`src/verilog/esc_pkg.sv`:
```
// Purpose : Shared offsets, fields, defaults and states of the entropy control block
// Assumes : 32-bit register bus, byte addresses, one word per register
// Notes   : Defaults restored by the restore-defaults action come from here
package esc_pkg;
  // ----------------------------------------------------------------
  // Register byte offsets
  // ----------------------------------------------------------------
  localparam logic [7:0] OFS_MAIN_CTL   = 8'h00;
  localparam logic [7:0] OFS_RETRY_LRUN = 8'h04;
  localparam logic [7:0] OFS_PKR_RANGE  = 8'h08;
  localparam logic [7:0] OFS_POKER_MAXIMUM_FIELD_SQ = 8'h0C;
  localparam logic [7:0] OFS_SAMP_TIME  = 8'h10;
  localparam logic [7:0] OFS_DISCARD    = 8'h14;
  localparam logic [7:0] OFS_ENT_FIRST  = 8'h40;
  localparam logic [7:0] OFS_ENT_LAST   = 8'h5C;

  // ----------------------------------------------------------------
  // Main control/status bit positions
  // ----------------------------------------------------------------
  localparam int B_FAULT   = 31;
  localparam int B_PROG    = 16;
  localparam int B_OSC2F   = 15;
  localparam int B_STOPOK  = 13;
  localparam int B_ERR     = 12;
  localparam int B_VALID   = 10;
  localparam int B_FCVAL   = 9;
  localparam int B_FCFAIL  = 8;
  localparam int B_RSTDEF  = 6;
  localparam int B_ACC     = 5;
  localparam int B_DISCHK  = 4;
  localparam int B_DIV_LO  = 2;

  // ----------------------------------------------------------------
  // Reset values and disable-checks values
  // ----------------------------------------------------------------
  localparam logic [3:0]  RST_RETRY    = 4'h1;
  localparam logic [7:0]  RST_LRUN     = 8'h1F;
  localparam logic [15:0] RST_POKER_RANGE_FIELD  = 16'h023A;
  localparam logic [23:0] RST_POKER_MAXIMUM_FIELD  = 24'h00_023A;
  localparam logic [15:0] RST_SAMPLE_LENGTH_CLOCKS  = 16'h0C80;
  localparam logic [15:0] RST_SAMP     = 16'h0200;
  localparam logic [9:0]  RST_DISCARD_RUN_LIMIT    = 10'h03F;
  localparam logic [1:0]  RST_DIV      = 2'h0;
  localparam logic [3:0]  DIS_RETRY    = 4'h1;
  localparam logic [7:0]  DIS_LRUN     = 8'hFF;
  localparam logic [15:0] DIS_POKER_RANGE_FIELD  = 16'hFFFF;
  localparam logic [23:0] DIS_POKER_MAXIMUM_FIELD  = 24'h00_FFFF;
  localparam logic [1:0]  DIS_DIV      = 2'h0;
  localparam logic [9:0]  DIS_DISCARD_RUN_LIMIT    = 10'h03F;

  localparam logic [1:0] MODE_DUAL     = 2'b01;
  localparam logic [1:0] RESP_OK       = 2'b00;
  localparam logic [1:0] RESP_SLVERR   = 2'b10;

  typedef enum logic [1:0] {GEN_IDLE, GEN_SAMPLE, GEN_CHECK} esc_gen_state_t;
endpackage

```
`src/verilog/esc_pkr_if.sv`:
```
// Purpose : Carries nibbles and poker limits between the generator and the poker unit
// Assumes : Single clock domain
// Notes   : None
`timescale 1ns/1ps
`default_nettype none
interface esc_pkr_if;
  logic        clear;   // Restart test, load the maximum
  logic [23:0] max_lim; // Starting value
  logic        nib_vld; // One completed nibble
  logic [3:0]  nib;     // Nibble value
  logic [23:0] result;  // Running square result
  modport gen (output clear, output max_lim, output nib_vld, output nib, input result);
  modport pkr (input clear, input max_lim, input nib_vld, input nib, output result);
endinterface
`default_nettype wire

```
`src/verilog/esc_regs.sv`:
```
// Purpose : Control, status and self-test registers of an entropy source, plus sampler
// Assumes : Avalon-MM slave, byte addresses, full-word accesses only
// Notes   : One wait state on every access; oscillator pins are asynchronous
//
// The Avalon-MM slave port was chosen for this implementation.
`timescale 1ns/1ps
`default_nettype none
module esc_regs
  import esc_pkg::*;
(
  input  wire logic        clk,                      // System clock, 20 MHz
  input  wire logic        resetn,                   // Asynchronous reset, active low
  input  wire logic [7:0]  avs_address,              // Byte address
  input  wire logic        avs_read,                 // Read request
  input  wire logic        avs_write,                // Write request
  input  wire logic [31:0] avs_writedata,            // Write data
  input  wire logic [3:0]  avs_byteenable,           // Must be all ones
  output logic      [31:0] avs_readdata,             // Read data
  output logic             avs_waitrequest,          // Stall
  output logic      [1:0]  avs_response,             // OK or slave error
  input  wire logic        osc_raw_in,               // Raw ring oscillator bit
  input  wire logic        internal_fault_in,        // Internal bit fault pin
  input  wire logic        second_oscillator_fail_flag_in,             // Second oscillator failed
  input  wire logic        freq_fail_in,             // Frequency counter failure
  input  wire logic        freq_valid_in,            // Frequency count valid
  input  wire logic [1:0]  oscillator_select_mode,   // Oscillator mode select
  output logic             osc_enable,               // Ring oscillator run
  output logic      [1:0]  osc_divide                // Ring oscillator divide select
);
  // ----------------------------------------------------------------
  // Input synchronisers
  // ----------------------------------------------------------------
  logic [4:0] sync1_reg;
  logic [4:0] sync2_reg;
  always_ff @(posedge clk or negedge resetn) begin
    if (!resetn) begin
      sync1_reg <= '0;
      sync2_reg <= '0;
    end else begin
      sync1_reg <= {freq_valid_in, freq_fail_in, second_oscillator_fail_flag_in, internal_fault_in, osc_raw_in};
      sync2_reg <= sync1_reg;
    end
  end
  logic raw_bit;
  logic fault_s;
  logic osc2f_s;
  logic ffail_s;
  logic fval_s;
  assign raw_bit = sync2_reg[0];
  assign fault_s = sync2_reg[1];
  assign osc2f_s = sync2_reg[2];
  assign ffail_s = sync2_reg[3];
  assign fval_s  = sync2_reg[4];

  // ----------------------------------------------------------------
  // Bus handshake
  // ----------------------------------------------------------------
  logic        ack_reg;
  logic        req;
  logic        wr_acc;
  logic        rd_acc;
  logic        full_word;
  assign req       = avs_read | avs_write;
  assign full_word = (avs_byteenable == 4'hF);
  assign avs_waitrequest = req & ~ack_reg;
  assign wr_acc = avs_write & ack_reg & full_word;
  assign rd_acc = avs_read & ack_reg;
  always_ff @(posedge clk or negedge resetn) begin
    if (!resetn) begin
      ack_reg <= 1'b0;
    end else begin
      ack_reg <= req & ~ack_reg;
    end
  end

  // ----------------------------------------------------------------
  // Configuration registers
  // ----------------------------------------------------------------
  logic        prog_reg;
  logic        acc_reg;
  logic [1:0]  div_reg;
  logic [3:0]  retry_reg;
  logic [7:0]  lrun_reg;
  logic [15:0] poker_range_field_reg;
  logic [23:0] poker_maximum_field_reg;
  logic [15:0] sample_length_clocks_reg;
  logic [15:0] samp_reg;
  logic [9:0]  discard_run_limit_reg;
  logic        wr_main;
  logic        may_cfg;
  logic        do_def;
  logic        do_dis;
  logic        wr_prog;
  assign wr_main = wr_acc && avs_address == OFS_MAIN_CTL;
  assign may_cfg = prog_reg | avs_writedata[B_PROG];
  assign do_def = wr_main & may_cfg & avs_writedata[B_RSTDEF];
  assign do_dis = wr_main & may_cfg & avs_writedata[B_DISCHK] & ~avs_writedata[B_RSTDEF];
  assign wr_prog = wr_acc & prog_reg;

  always_ff @(posedge clk or negedge resetn) begin
    if (!resetn) begin
      prog_reg <= 1'b1;
      acc_reg  <= 1'b0;
    end else if (wr_main) begin
      prog_reg <= avs_writedata[B_PROG];
      acc_reg  <= avs_writedata[B_ACC];
    end
  end

  always_ff @(posedge clk or negedge resetn) begin
    if (!resetn) begin
      div_reg <= RST_DIV;
    end else if (do_def) begin
      div_reg <= RST_DIV;
    end else if (do_dis) begin
      div_reg <= DIS_DIV;
    end else if (wr_main && may_cfg) begin
      div_reg <= avs_writedata[B_DIV_LO +: 2];
    end
  end

  always_ff @(posedge clk or negedge resetn) begin
    if (!resetn) begin
      retry_reg   <= RST_RETRY;
      lrun_reg    <= RST_LRUN;
      poker_range_field_reg <= RST_POKER_RANGE_FIELD;
      poker_maximum_field_reg <= RST_POKER_MAXIMUM_FIELD;
      samp_reg    <= RST_SAMP;
      discard_run_limit_reg   <= RST_DISCARD_RUN_LIMIT;
    end else if (do_def) begin
      retry_reg   <= RST_RETRY;
      lrun_reg    <= RST_LRUN;
      poker_range_field_reg <= RST_POKER_RANGE_FIELD;
      poker_maximum_field_reg <= RST_POKER_MAXIMUM_FIELD;
      samp_reg    <= RST_SAMP;
      discard_run_limit_reg   <= RST_DISCARD_RUN_LIMIT;
    end else if (do_dis) begin
      retry_reg   <= DIS_RETRY;
      lrun_reg    <= DIS_LRUN;
      poker_range_field_reg <= DIS_POKER_RANGE_FIELD;
      poker_maximum_field_reg <= DIS_POKER_MAXIMUM_FIELD;
      discard_run_limit_reg   <= DIS_DISCARD_RUN_LIMIT;
    end else if (wr_prog) begin
      if (avs_address == OFS_RETRY_LRUN) begin
        retry_reg <= avs_writedata[19:16];
        lrun_reg  <= avs_writedata[7:0];
      end else if (avs_address == OFS_PKR_RANGE) begin
        poker_range_field_reg <= avs_writedata[15:0];
      end else if (avs_address == OFS_POKER_MAXIMUM_FIELD_SQ) begin
        poker_maximum_field_reg <= avs_writedata[23:0];
      end else if (avs_address == OFS_SAMP_TIME) begin
        samp_reg <= avs_writedata[15:0];
      end else if (avs_address == OFS_DISCARD) begin
        discard_run_limit_reg <= avs_writedata[9:0];
      end
    end
  end

  always_ff @(posedge clk or negedge resetn) begin
    if (!resetn) begin
      sample_length_clocks_reg <= RST_SAMPLE_LENGTH_CLOCKS;
    end else if (wr_prog && avs_address == OFS_SAMP_TIME) begin
      sample_length_clocks_reg <= avs_writedata[31:16];
    end
  end

  // ----------------------------------------------------------------
  // Error and status flags (a set wins over a clear)
  // ----------------------------------------------------------------
  logic fault_reg;
  logic fcfail_reg;
  logic chk_err_reg;
  logic err_clr;
  logic chk_err_set;
  logic fcfail_set;
  assign err_clr = wr_main & avs_writedata[B_ERR];
  assign fcfail_set = ffail_s | (osc2f_s & oscillator_select_mode == MODE_DUAL);

  always_ff @(posedge clk or negedge resetn) begin
    if (!resetn) begin
      fault_reg <= 1'b0;
    end else if (fault_s) begin
      fault_reg <= 1'b1;
    end
  end

  always_ff @(posedge clk or negedge resetn) begin
    if (!resetn) begin
      fcfail_reg  <= 1'b0;
      chk_err_reg <= 1'b0;
    end else begin
      fcfail_reg  <= fcfail_set | (fcfail_reg & ~err_clr);
      chk_err_reg <= chk_err_set | (chk_err_reg & ~err_clr);
    end
  end

  // ----------------------------------------------------------------
  // Sampling engine
  // ----------------------------------------------------------------
  esc_gen_state_t st_reg;
  logic [15:0]  dly_cnt_reg;
  logic [15:0]  smp_cnt_reg;
  logic [19:0]  tot_reg;
  logic [7:0]   run_reg;
  logic         lrun_fail_reg;
  logic         prev_reg;
  logic         half_reg;
  logic         first_reg;
  logic [9:0]   disc_reg;
  logic [3:0]   nib_reg;
  logic [1:0]   nib_cnt_reg;
  logic [3:0]   tries_reg;
  logic [255:0] ent_reg;
  logic         valid_reg;
  logic         sample_now;
  logic         accept;
  logic         discard;
  logic         sparse_fail;
  logic         pkr_fail;
  logic         chk_fail;
  logic         start;
  logic         restart;
  logic         last_output_word_rd;
  logic [15:0]  dly_end;
  esc_pkr_if    pk();

  assign dly_end    = (sample_length_clocks_reg == 16'h0000) ? 16'h0000 : sample_length_clocks_reg - 1'b1;
  assign sample_now = st_reg == GEN_SAMPLE && dly_cnt_reg == dly_end;
  assign discard    = sample_now & half_reg & (first_reg == raw_bit);
  assign accept     = sample_now & half_reg & (first_reg != raw_bit);
  assign sparse_fail = discard & (10'(disc_reg + 1'b1) > discard_run_limit_reg);
  // minimum is max - range + 1
  assign pkr_fail = pk.result == 24'h00_0000 || pk.result >= 24'(poker_range_field_reg);
  assign chk_fail = lrun_fail_reg | pkr_fail;
  assign start    = st_reg == GEN_IDLE & acc_reg & ~prog_reg & ~valid_reg & ~chk_err_reg;
  assign restart  = start | (st_reg == GEN_CHECK & chk_fail & tries_reg != 4'h0);
  assign chk_err_set = (sparse_fail & ~prog_reg)
                     | (st_reg == GEN_CHECK & ~prog_reg & chk_fail & tries_reg == 4'h0);
  assign last_output_word_rd  = rd_acc & ~prog_reg & avs_address == OFS_ENT_LAST;

  assign pk.clear   = restart;
  assign pk.max_lim = poker_maximum_field_reg;
  assign pk.nib_vld = accept & nib_cnt_reg == 2'd3;
  assign pk.nib     = {nib_reg[2:0], first_reg};

  esc_poker #(.CW(16)) u_poker (
    .clk    (clk),
    .resetn (resetn),
    .pk     (pk)
  );

  always_ff @(posedge clk or negedge resetn) begin
    if (!resetn) begin
      st_reg    <= GEN_IDLE;
      tries_reg <= '0;
    end else if (prog_reg) begin
      st_reg <= GEN_IDLE;
    end else begin
      case (st_reg)
        GEN_IDLE: begin
          if (start) begin
            st_reg    <= GEN_SAMPLE;
            tries_reg <= retry_reg;
          end
        end
        GEN_SAMPLE: begin
          if (sparse_fail) begin
            st_reg <= GEN_IDLE;
          end else if (sample_now && 16'(smp_cnt_reg + 1'b1) >= samp_reg) begin
            st_reg <= GEN_CHECK;
          end
        end
        GEN_CHECK: begin
          if (chk_fail && tries_reg != 4'h0) begin
            st_reg    <= GEN_SAMPLE;
            tries_reg <= tries_reg - 1'b1;
          end else begin
            st_reg <= GEN_IDLE;
          end
        end
        default: begin
          st_reg <= GEN_IDLE;
        end
      endcase
    end
  end

  always_ff @(posedge clk or negedge resetn) begin
    if (!resetn) begin
      dly_cnt_reg   <= '0;
      smp_cnt_reg   <= '0;
      run_reg       <= '0;
      lrun_fail_reg <= 1'b0;
      prev_reg      <= 1'b0;
      half_reg      <= 1'b0;
      first_reg     <= 1'b0;
      disc_reg      <= '0;
      nib_reg       <= '0;
      nib_cnt_reg   <= '0;
    end else if (restart) begin
      dly_cnt_reg   <= '0;
      smp_cnt_reg   <= '0;
      run_reg       <= '0;
      lrun_fail_reg <= 1'b0;
      half_reg      <= 1'b0;
      disc_reg      <= '0;
      nib_cnt_reg   <= '0;
    end else if (st_reg == GEN_SAMPLE) begin
      dly_cnt_reg <= sample_now ? 16'h0000 : dly_cnt_reg + 1'b1;
      if (sample_now) begin
        smp_cnt_reg <= smp_cnt_reg + 1'b1;
        prev_reg    <= raw_bit;
        if (run_reg != 8'hFF) begin
          run_reg <= (raw_bit == prev_reg || run_reg == 8'h00) ? run_reg + 1'b1 : 8'h01;
        end
        if (raw_bit == prev_reg && run_reg >= lrun_reg && run_reg != 8'h00) begin
          lrun_fail_reg <= 1'b1;
        end
        half_reg  <= ~half_reg;
        first_reg <= half_reg ? first_reg : raw_bit;
        if (discard) begin
          disc_reg <= disc_reg + 1'b1;
        end else if (accept) begin
          disc_reg    <= '0;
          nib_reg     <= {nib_reg[2:0], first_reg};
          nib_cnt_reg <= nib_cnt_reg + 1'b1;
        end
      end
    end
  end

  // Entropy store and total samples
  always_ff @(posedge clk or negedge resetn) begin
    if (!resetn) begin
      ent_reg <= '0;
      tot_reg <= '0;
    end else if (start) begin
      tot_reg <= '0;
    end else if (sample_now) begin
      tot_reg <= tot_reg + 1'b1;
      if (accept) begin
        ent_reg <= {ent_reg[254:0], first_reg};
      end
    end
  end

  always_ff @(posedge clk or negedge resetn) begin
    if (!resetn) begin
      valid_reg <= 1'b0;
    end else if (st_reg == GEN_CHECK && !chk_fail && acc_reg && !prog_reg) begin
      valid_reg <= 1'b1;
    end else if (last_output_word_rd) begin
      valid_reg <= 1'b0;
    end
  end

  assign osc_enable = st_reg != GEN_IDLE;
  assign osc_divide = div_reg;

  // ----------------------------------------------------------------
  // Read decode
  // ----------------------------------------------------------------
  logic [31:0] rd_next;
  logic        miss_next;
  logic [31:0] rdata_reg;
  logic [1:0]  resp_reg;
  logic [2:0]  word_idx;
  assign word_idx = avs_address[4:2];
  always_comb begin
    rd_next   = 32'h0000_0000;
    miss_next = 1'b0;
    if (avs_address == OFS_MAIN_CTL) begin
      rd_next[B_FAULT]  = fault_reg;
      rd_next[B_PROG]   = prog_reg;
      rd_next[B_OSC2F]  = osc2f_s;
      rd_next[B_STOPOK] = ~osc_enable | prog_reg;
      rd_next[B_ERR]    = chk_err_reg | fcfail_reg;
      rd_next[B_VALID]  = valid_reg;
      rd_next[B_FCVAL]  = fval_s;
      rd_next[B_FCFAIL] = fcfail_reg;
      rd_next[B_ACC]    = acc_reg;
      rd_next[B_DIV_LO +: 2] = div_reg;
    end else if (avs_address == OFS_RETRY_LRUN) begin
      rd_next = prog_reg ? {12'h000, retry_reg, 8'h00, lrun_reg} : 32'h0000_0000;
    end else if (avs_address == OFS_PKR_RANGE) begin
      rd_next = prog_reg ? {16'h0000, poker_range_field_reg} : 32'h0000_0000;
    end else if (avs_address == OFS_POKER_MAXIMUM_FIELD_SQ) begin
      rd_next = {8'h00, prog_reg ? poker_maximum_field_reg : pk.result};
    end else if (avs_address == OFS_SAMP_TIME) begin
      rd_next = prog_reg ? {sample_length_clocks_reg, samp_reg} : 32'h0000_0000;
    end else if (avs_address == OFS_DISCARD) begin
      rd_next = prog_reg ? {22'h00_0000, discard_run_limit_reg} : {12'h000, tot_reg};
    end else if (avs_address >= OFS_ENT_FIRST && avs_address <= OFS_ENT_LAST) begin
      rd_next = prog_reg ? 32'h0000_0000 : ent_reg[32*(7 - word_idx) +: 32];
    end else begin
      miss_next = 1'b1;
    end
    if (avs_address[1:0] != 2'b00 || !full_word) begin
      miss_next = 1'b1;
      rd_next   = 32'h0000_0000;
    end
  end

  always_ff @(posedge clk or negedge resetn) begin
    if (!resetn) begin
      rdata_reg <= '0;
      resp_reg  <= RESP_OK;
    end else if (req && !ack_reg) begin
      rdata_reg <= avs_read ? rd_next : 32'h0000_0000;
      resp_reg  <= miss_next ? RESP_SLVERR : RESP_OK;
    end
  end
  assign avs_readdata = rdata_reg;
  assign avs_response = resp_reg;
endmodule
`default_nettype wire

```
`src/verilog/esc_poker.sv`:
```
// Purpose : Poker square calculation over 4-bit nibbles
// Assumes : Counters never wrap within one generation
// Notes   : Sum of squares is built incrementally, (c+1)^2 - c^2 = 2c+1
`timescale 1ns/1ps
`default_nettype none
module esc_poker
  import esc_pkg::*;
#(
  parameter int CW = 16
) (
  input  wire logic clk,    // System clock
  input  wire logic resetn, // Asynchronous reset, active low
  esc_pkr_if.pkr    pk      // Nibble stream and result
);
  // Counter width must leave room for 2c+1 in the 24-bit result
  if (CW < 1 || CW > 22) begin : g_bad_cw
    $error("esc_poker: CW out of range");
  end

  logic [CW-1:0] cnt_reg [16];
  logic [CW-1:0] cur;
  logic [23:0]   step;
  logic [23:0]   sq_reg;

  // ----------------------------------------------------------------
  // Per-nibble occurrence counters
  // ----------------------------------------------------------------
  genvar gi;
  generate
    for (gi = 0; gi < 16; gi++) begin : g_cnt
      always_ff @(posedge clk or negedge resetn) begin
        if (!resetn) begin
          cnt_reg[gi] <= '0;
        end else if (pk.clear) begin
          cnt_reg[gi] <= '0;
        end else if (pk.nib_vld && pk.nib == 4'(gi)) begin
          cnt_reg[gi] <= cnt_reg[gi] + 1'b1;
        end
      end
    end
  endgenerate

  assign cur  = cnt_reg[pk.nib];
  assign step = 24'({cur, 1'b1});

  // ----------------------------------------------------------------
  // Square result, counts down from the maximum
  // ----------------------------------------------------------------
  // decreasing square result
  always_ff @(posedge clk or negedge resetn) begin
    if (!resetn) begin
      sq_reg <= '0;
    end else if (pk.clear) begin
      sq_reg <= pk.max_lim;
    end else if (pk.nib_vld) begin
      sq_reg <= (sq_reg > step) ? sq_reg - step : '0;
    end
  end

  assign pk.result = sq_reg;
endmodule
`default_nettype wire

```
`config.mk`:
```
export PLATFORM = sky130hd
export DESIGN_NAME = esc_regs
export DESIGN_NICKNAME = d
export VERILOG_FILES = /design/src/verilog/esc_pkg.sv /design/src/verilog/esc_pkr_if.sv /design/src/verilog/esc_regs.sv /design/src/verilog/esc_poker.sv
export SDC_FILE = /design/constraint.sdc
export NUM_CORES = 2
export LEC_CHECK = 0
export ABC_CLOCK_PERIOD_IN_PS = 7600
export BUFFER_PORTS_ARGS = -buffer_cell sky130_fd_sc_hd__buf_2
export CORE_MARGIN = 5
export CORE_UTILIZATION = 50
export CTS_CLUSTER_DIAMETER = 200
export CTS_CLUSTER_SIZE = 24
export DETAILED_ROUTE_END_ITERATION = 8
export MAX_ROUTING_LAYER = met4
export PLACE_DENSITY = 0.69
export SLEW_MARGIN = 40
export SYNTH_ARGS = -nofsm -noshare
export SYNTH_HDL_FRONTEND = slang
export SYNTH_HIERARCHICAL = 1
export SYNTH_SLANG_ARGS = --single-unit
```
`constraint.sdc`:
```
create_clock -name clk -period 7.6 [get_ports clk]
set_input_delay 0.76 -clock clk [delete_from_list [all_inputs] [get_ports clk]]
set_output_delay 0.76 -clock clk [all_outputs]
set_load 0.01 [all_outputs]
```
==> results.yml <==
status:
  status: "complete, no violations"
global_route:
  grt_antenna_before_repair: 5
  grt.total_usage_pct: 26.13
  grt_max_degree: 130
  grt_pass1_wl_um: 180700
  first_global_vias: 30100
  grt.overflow.total: 0
setup_path:
  path_buf_inv: 1
  cp_max_fo: 13
  crit_top_cell: "nand3_1"
  worst-setup-path-type: "reg -> reg"
  crit_arrival_ps: 6250
  critical-path-top-delay-family: "simple AND/OR/NAND/NOR gates"
  path_cells: "inv_1, ha_1, nor2b_1, nand2_1, o311ai_0, a211oi_1, nor4_1, nand4_1, nor3_2, and4b_2, or3b_1, nor2_4, nand3_1, nor3_1, nand3_1, xor2_1, nor2_1"
  cp.required_ps: 8090
  max_stage_delay_ps: 720
  critPathSlowestCell: "and4b_2"
  cp-end-kind: "flop"
  start_kind: "flop"
power_and_ir_drop:
  p_leak_nw: 20.31
  vdd_drop_max_mv: 0.1319
  switching_share_pct: 24.45
  power_frac_seq_pct: 60.4
  finalPower_mw: 6.838
  pwr_density_cell_mw_per_mm2: 153.7
  p_int_mw: 5.166
  power_frac_clock_pct: 33.5
  p_switching_mw: 1.672
  p_comb_share_pct: 6.1
sta:
  slew_headroom_pct: 42.44
  hold_violations: 0
  tightest_slew_ps: 860.3
  rsz0062_at_grt: "no"
  finalCritPeriodShare_pct: 75.82
  fmax_mhz: 173.5
  setup_viol: 0
  fin_skew_ps: 34.26
  fin_crit_ps: 5762
  finalSetupTns_ps: 0
  slew_viol_final: 0
synthesis:
  syn_area_sq_mm: 0.04172
  synthArstFlopShare_pct: 100.0
  synth_edf_count: 0
  ys_ff_latch: 767
  syn_inst: 3936
  synth-seq-area-share_pct: 46.09
  ys_types: 99
  synthesis.nets: 4087
  yosys_warnings: 6
  syn_avg_cell_area_sq_um: 10.60
  synthFlopType: "dfrtp_1"
clock_network:
  cts_tree: "yes"
  insertion_delay_ps: 610
  clock_path_buffers: 3
  path_clk_slew_ps: 110
  htree_levels: 2
  cts_sinks: 767
  cts_setup_buffers: 0
  hold_buffers: 0
  cts_root_buffer: "clkbuf_16"
  cts_resized: 0
  numCtsBuffers: 37
die:
  die_x_um: 298.8
  io_pins: 93
  core_area_sq_mm: 0.08316
  dieHeight_um: 298.8
  rows: 106
  die_area_sq_mm: 0.08931
  start_util_pct: 50.16
final_layout:
  area_delta_synth_final_pct: 6.668
  fillCellCount: 7259
  nets: 4071
  final_cell_mix: "738 x dfrtp_1, 441 x nand2_1, 365 x nor2_1"
  mostFrequentLayoutCell: "dfrtp_1"
  drive_gt1_share_pct: 18.34
placement:
  gp_congestion: 0.9760
  hpwl_um: 83520
  port_buffers: 91
routing:
  wl_per_cell_um: 22.83
  drt_iter0_markers: 3095
  first_pass_iters: 6
  drt-total-wl_um: 114800
  via_per_inst: 6.186
  drc: 0
  ant_nets: 0
  vias: 31100
job:
  drv_cap: 0
worst_hold_path:
  min_path_type: "in -> async"
[layout make-up]
cell class	count	area [sq um]	share of cell area (%)
sequential	767	19230	43.22
tap	1080	1351	3.037
clock buffer	59	1008	2.266
clock inverter	3	37.54	0.08436
inverter	112	427.9	0.9617
multi-input combinational	2858	21330	47.93
timing repair buffer	144	1100	2.472
antenna	5	12.51	0.02812
[power groups by stage]
stage	logic [mW]	clock network [mW]	registers (mW)
after detailed placement	0.412	0	4.21
final	0.416	2.29	4.13
after floorplan	0.220	0	4.19
after global routing	0.457	2.51	4.14
after global placement	0.404	0	4.21
after CTS	0.413	2.35	4.13
[worst register-to-register path, cell delays in order (launching register included)]
cell	delay, ps
dfrtp_1	460
inv_1	140
ha_1	280
nor2b_1	310
nand2_1	150
o311ai_0	370
a211oi_1	120
nor4_1	530
nand4_1	230
nor3_2	600
and4b_2	720
or3b_1	680
nor2_4	300
nand3_1	140
nor3_1	270
nand3_1	140
xor2_1	150
nor2_1	50
[path summary, 6_finish.rpt]
| path | start | end | slack [ps] | depth (start not counted) |
|---|---|---|---|---|
| max in group asynchronous | resetn | nib_reg[0] | 5980 | 4 |
| worst max-delay path | sample_length_clocks_reg[0] | u_poker/cnt_reg[207] | 1840 | 17 |
| worst max register to register | sample_length_clocks_reg[0] | u_poker/cnt_reg[207] | 1840 | 17 |
| min in group clk | freq_fail_in | sync1_reg[3] | 250 | 1 |
| worst min register to register | sync1_reg[0] | sync2_reg[0] | 360 | 0 |
| worst min-delay path | resetn | disc_reg[4] | 10 | 1 |
[cell usage after synthesis, drive strengths merged, types with 9 or more instances]
master	count	share of area (%)
inv	112	1.0
a21o	30	0.56
nor2b	16	0.24
nand3	150	1.8
o21a	9	0.16
and3	56	0.84
dfstp	27	1.7
xor2	152	3.2
nor3b	9	0.16
a22o	13	0.27
buf	78	0.91
a22oi	9	0.16
o21ai	155	1.9
and2	17	0.25
or2	21	0.32
a2bb2oi	10	0.21
xnor2	100	2.1
nor3	61	0.84
nand4	76	1.2
nand2b	42	0.64
a21oi	174	2.1
or3	54	0.82
o31ai	16	0.32
o2111ai	10	0.21
ha	95	2.8
mux2	272	7.3
nor2	382	3.5
nor4	32	0.69
or4	15	0.28
a211oi	21	0.38
dfrtp	740	44
clkbuf	121	1.1
nand2	443	4.0
a31oi	37	0.55
or4b	9	0.22
mux4	144	7.8
and4	16	0.34
mux2i	78	1.9
a221oi	14	0.29
o211ai	29	0.53
[stage by stage]
stage / hold WS, ps / setup WS [ps] / util, % / cell area, sq um / std cells
finish: 14.27 / 1838 / 53.51 / 44500 / 5028
CTS: 201.0 / 2002 / 53.39 / 44400 / 5020
detailed placement: 334.7 / 2010 / 52.13 / 43350 / 4958
floorplan: 331.2 / 3035 / - / 41720 / 3936
global route: 1.463 / 1558 / 53.51 / 44490 / 5027
global placement: 333.2 / 1627 / 51.91 / 43170 / 4952
[per-layer routing]
metal	track usage, %	wire length (um)	up-vias
met1	35.70	48570	15690
met2	40.54	53590	1104
met3	3.632	7591	213
met4	9.179	5040	0
met5	-	0	-
li1	-	-	14100
[kinds of logic after synthesis]
kind of cell	Yosys count	share of synthesized area, %
AO/OA/AOI/OAI	592	8.995
XOR/XNOR	252	5.291
AND/OR/NAND/NOR	1423	16.72
multiplexers	494	16.99
flip-flops	767	46.09
other	1	0.008990
buffers and inverters	311	3.005
adder cells (fa/ha/maj)	96	2.897
No activity file was read; power rests on OpenSTA's default activity.
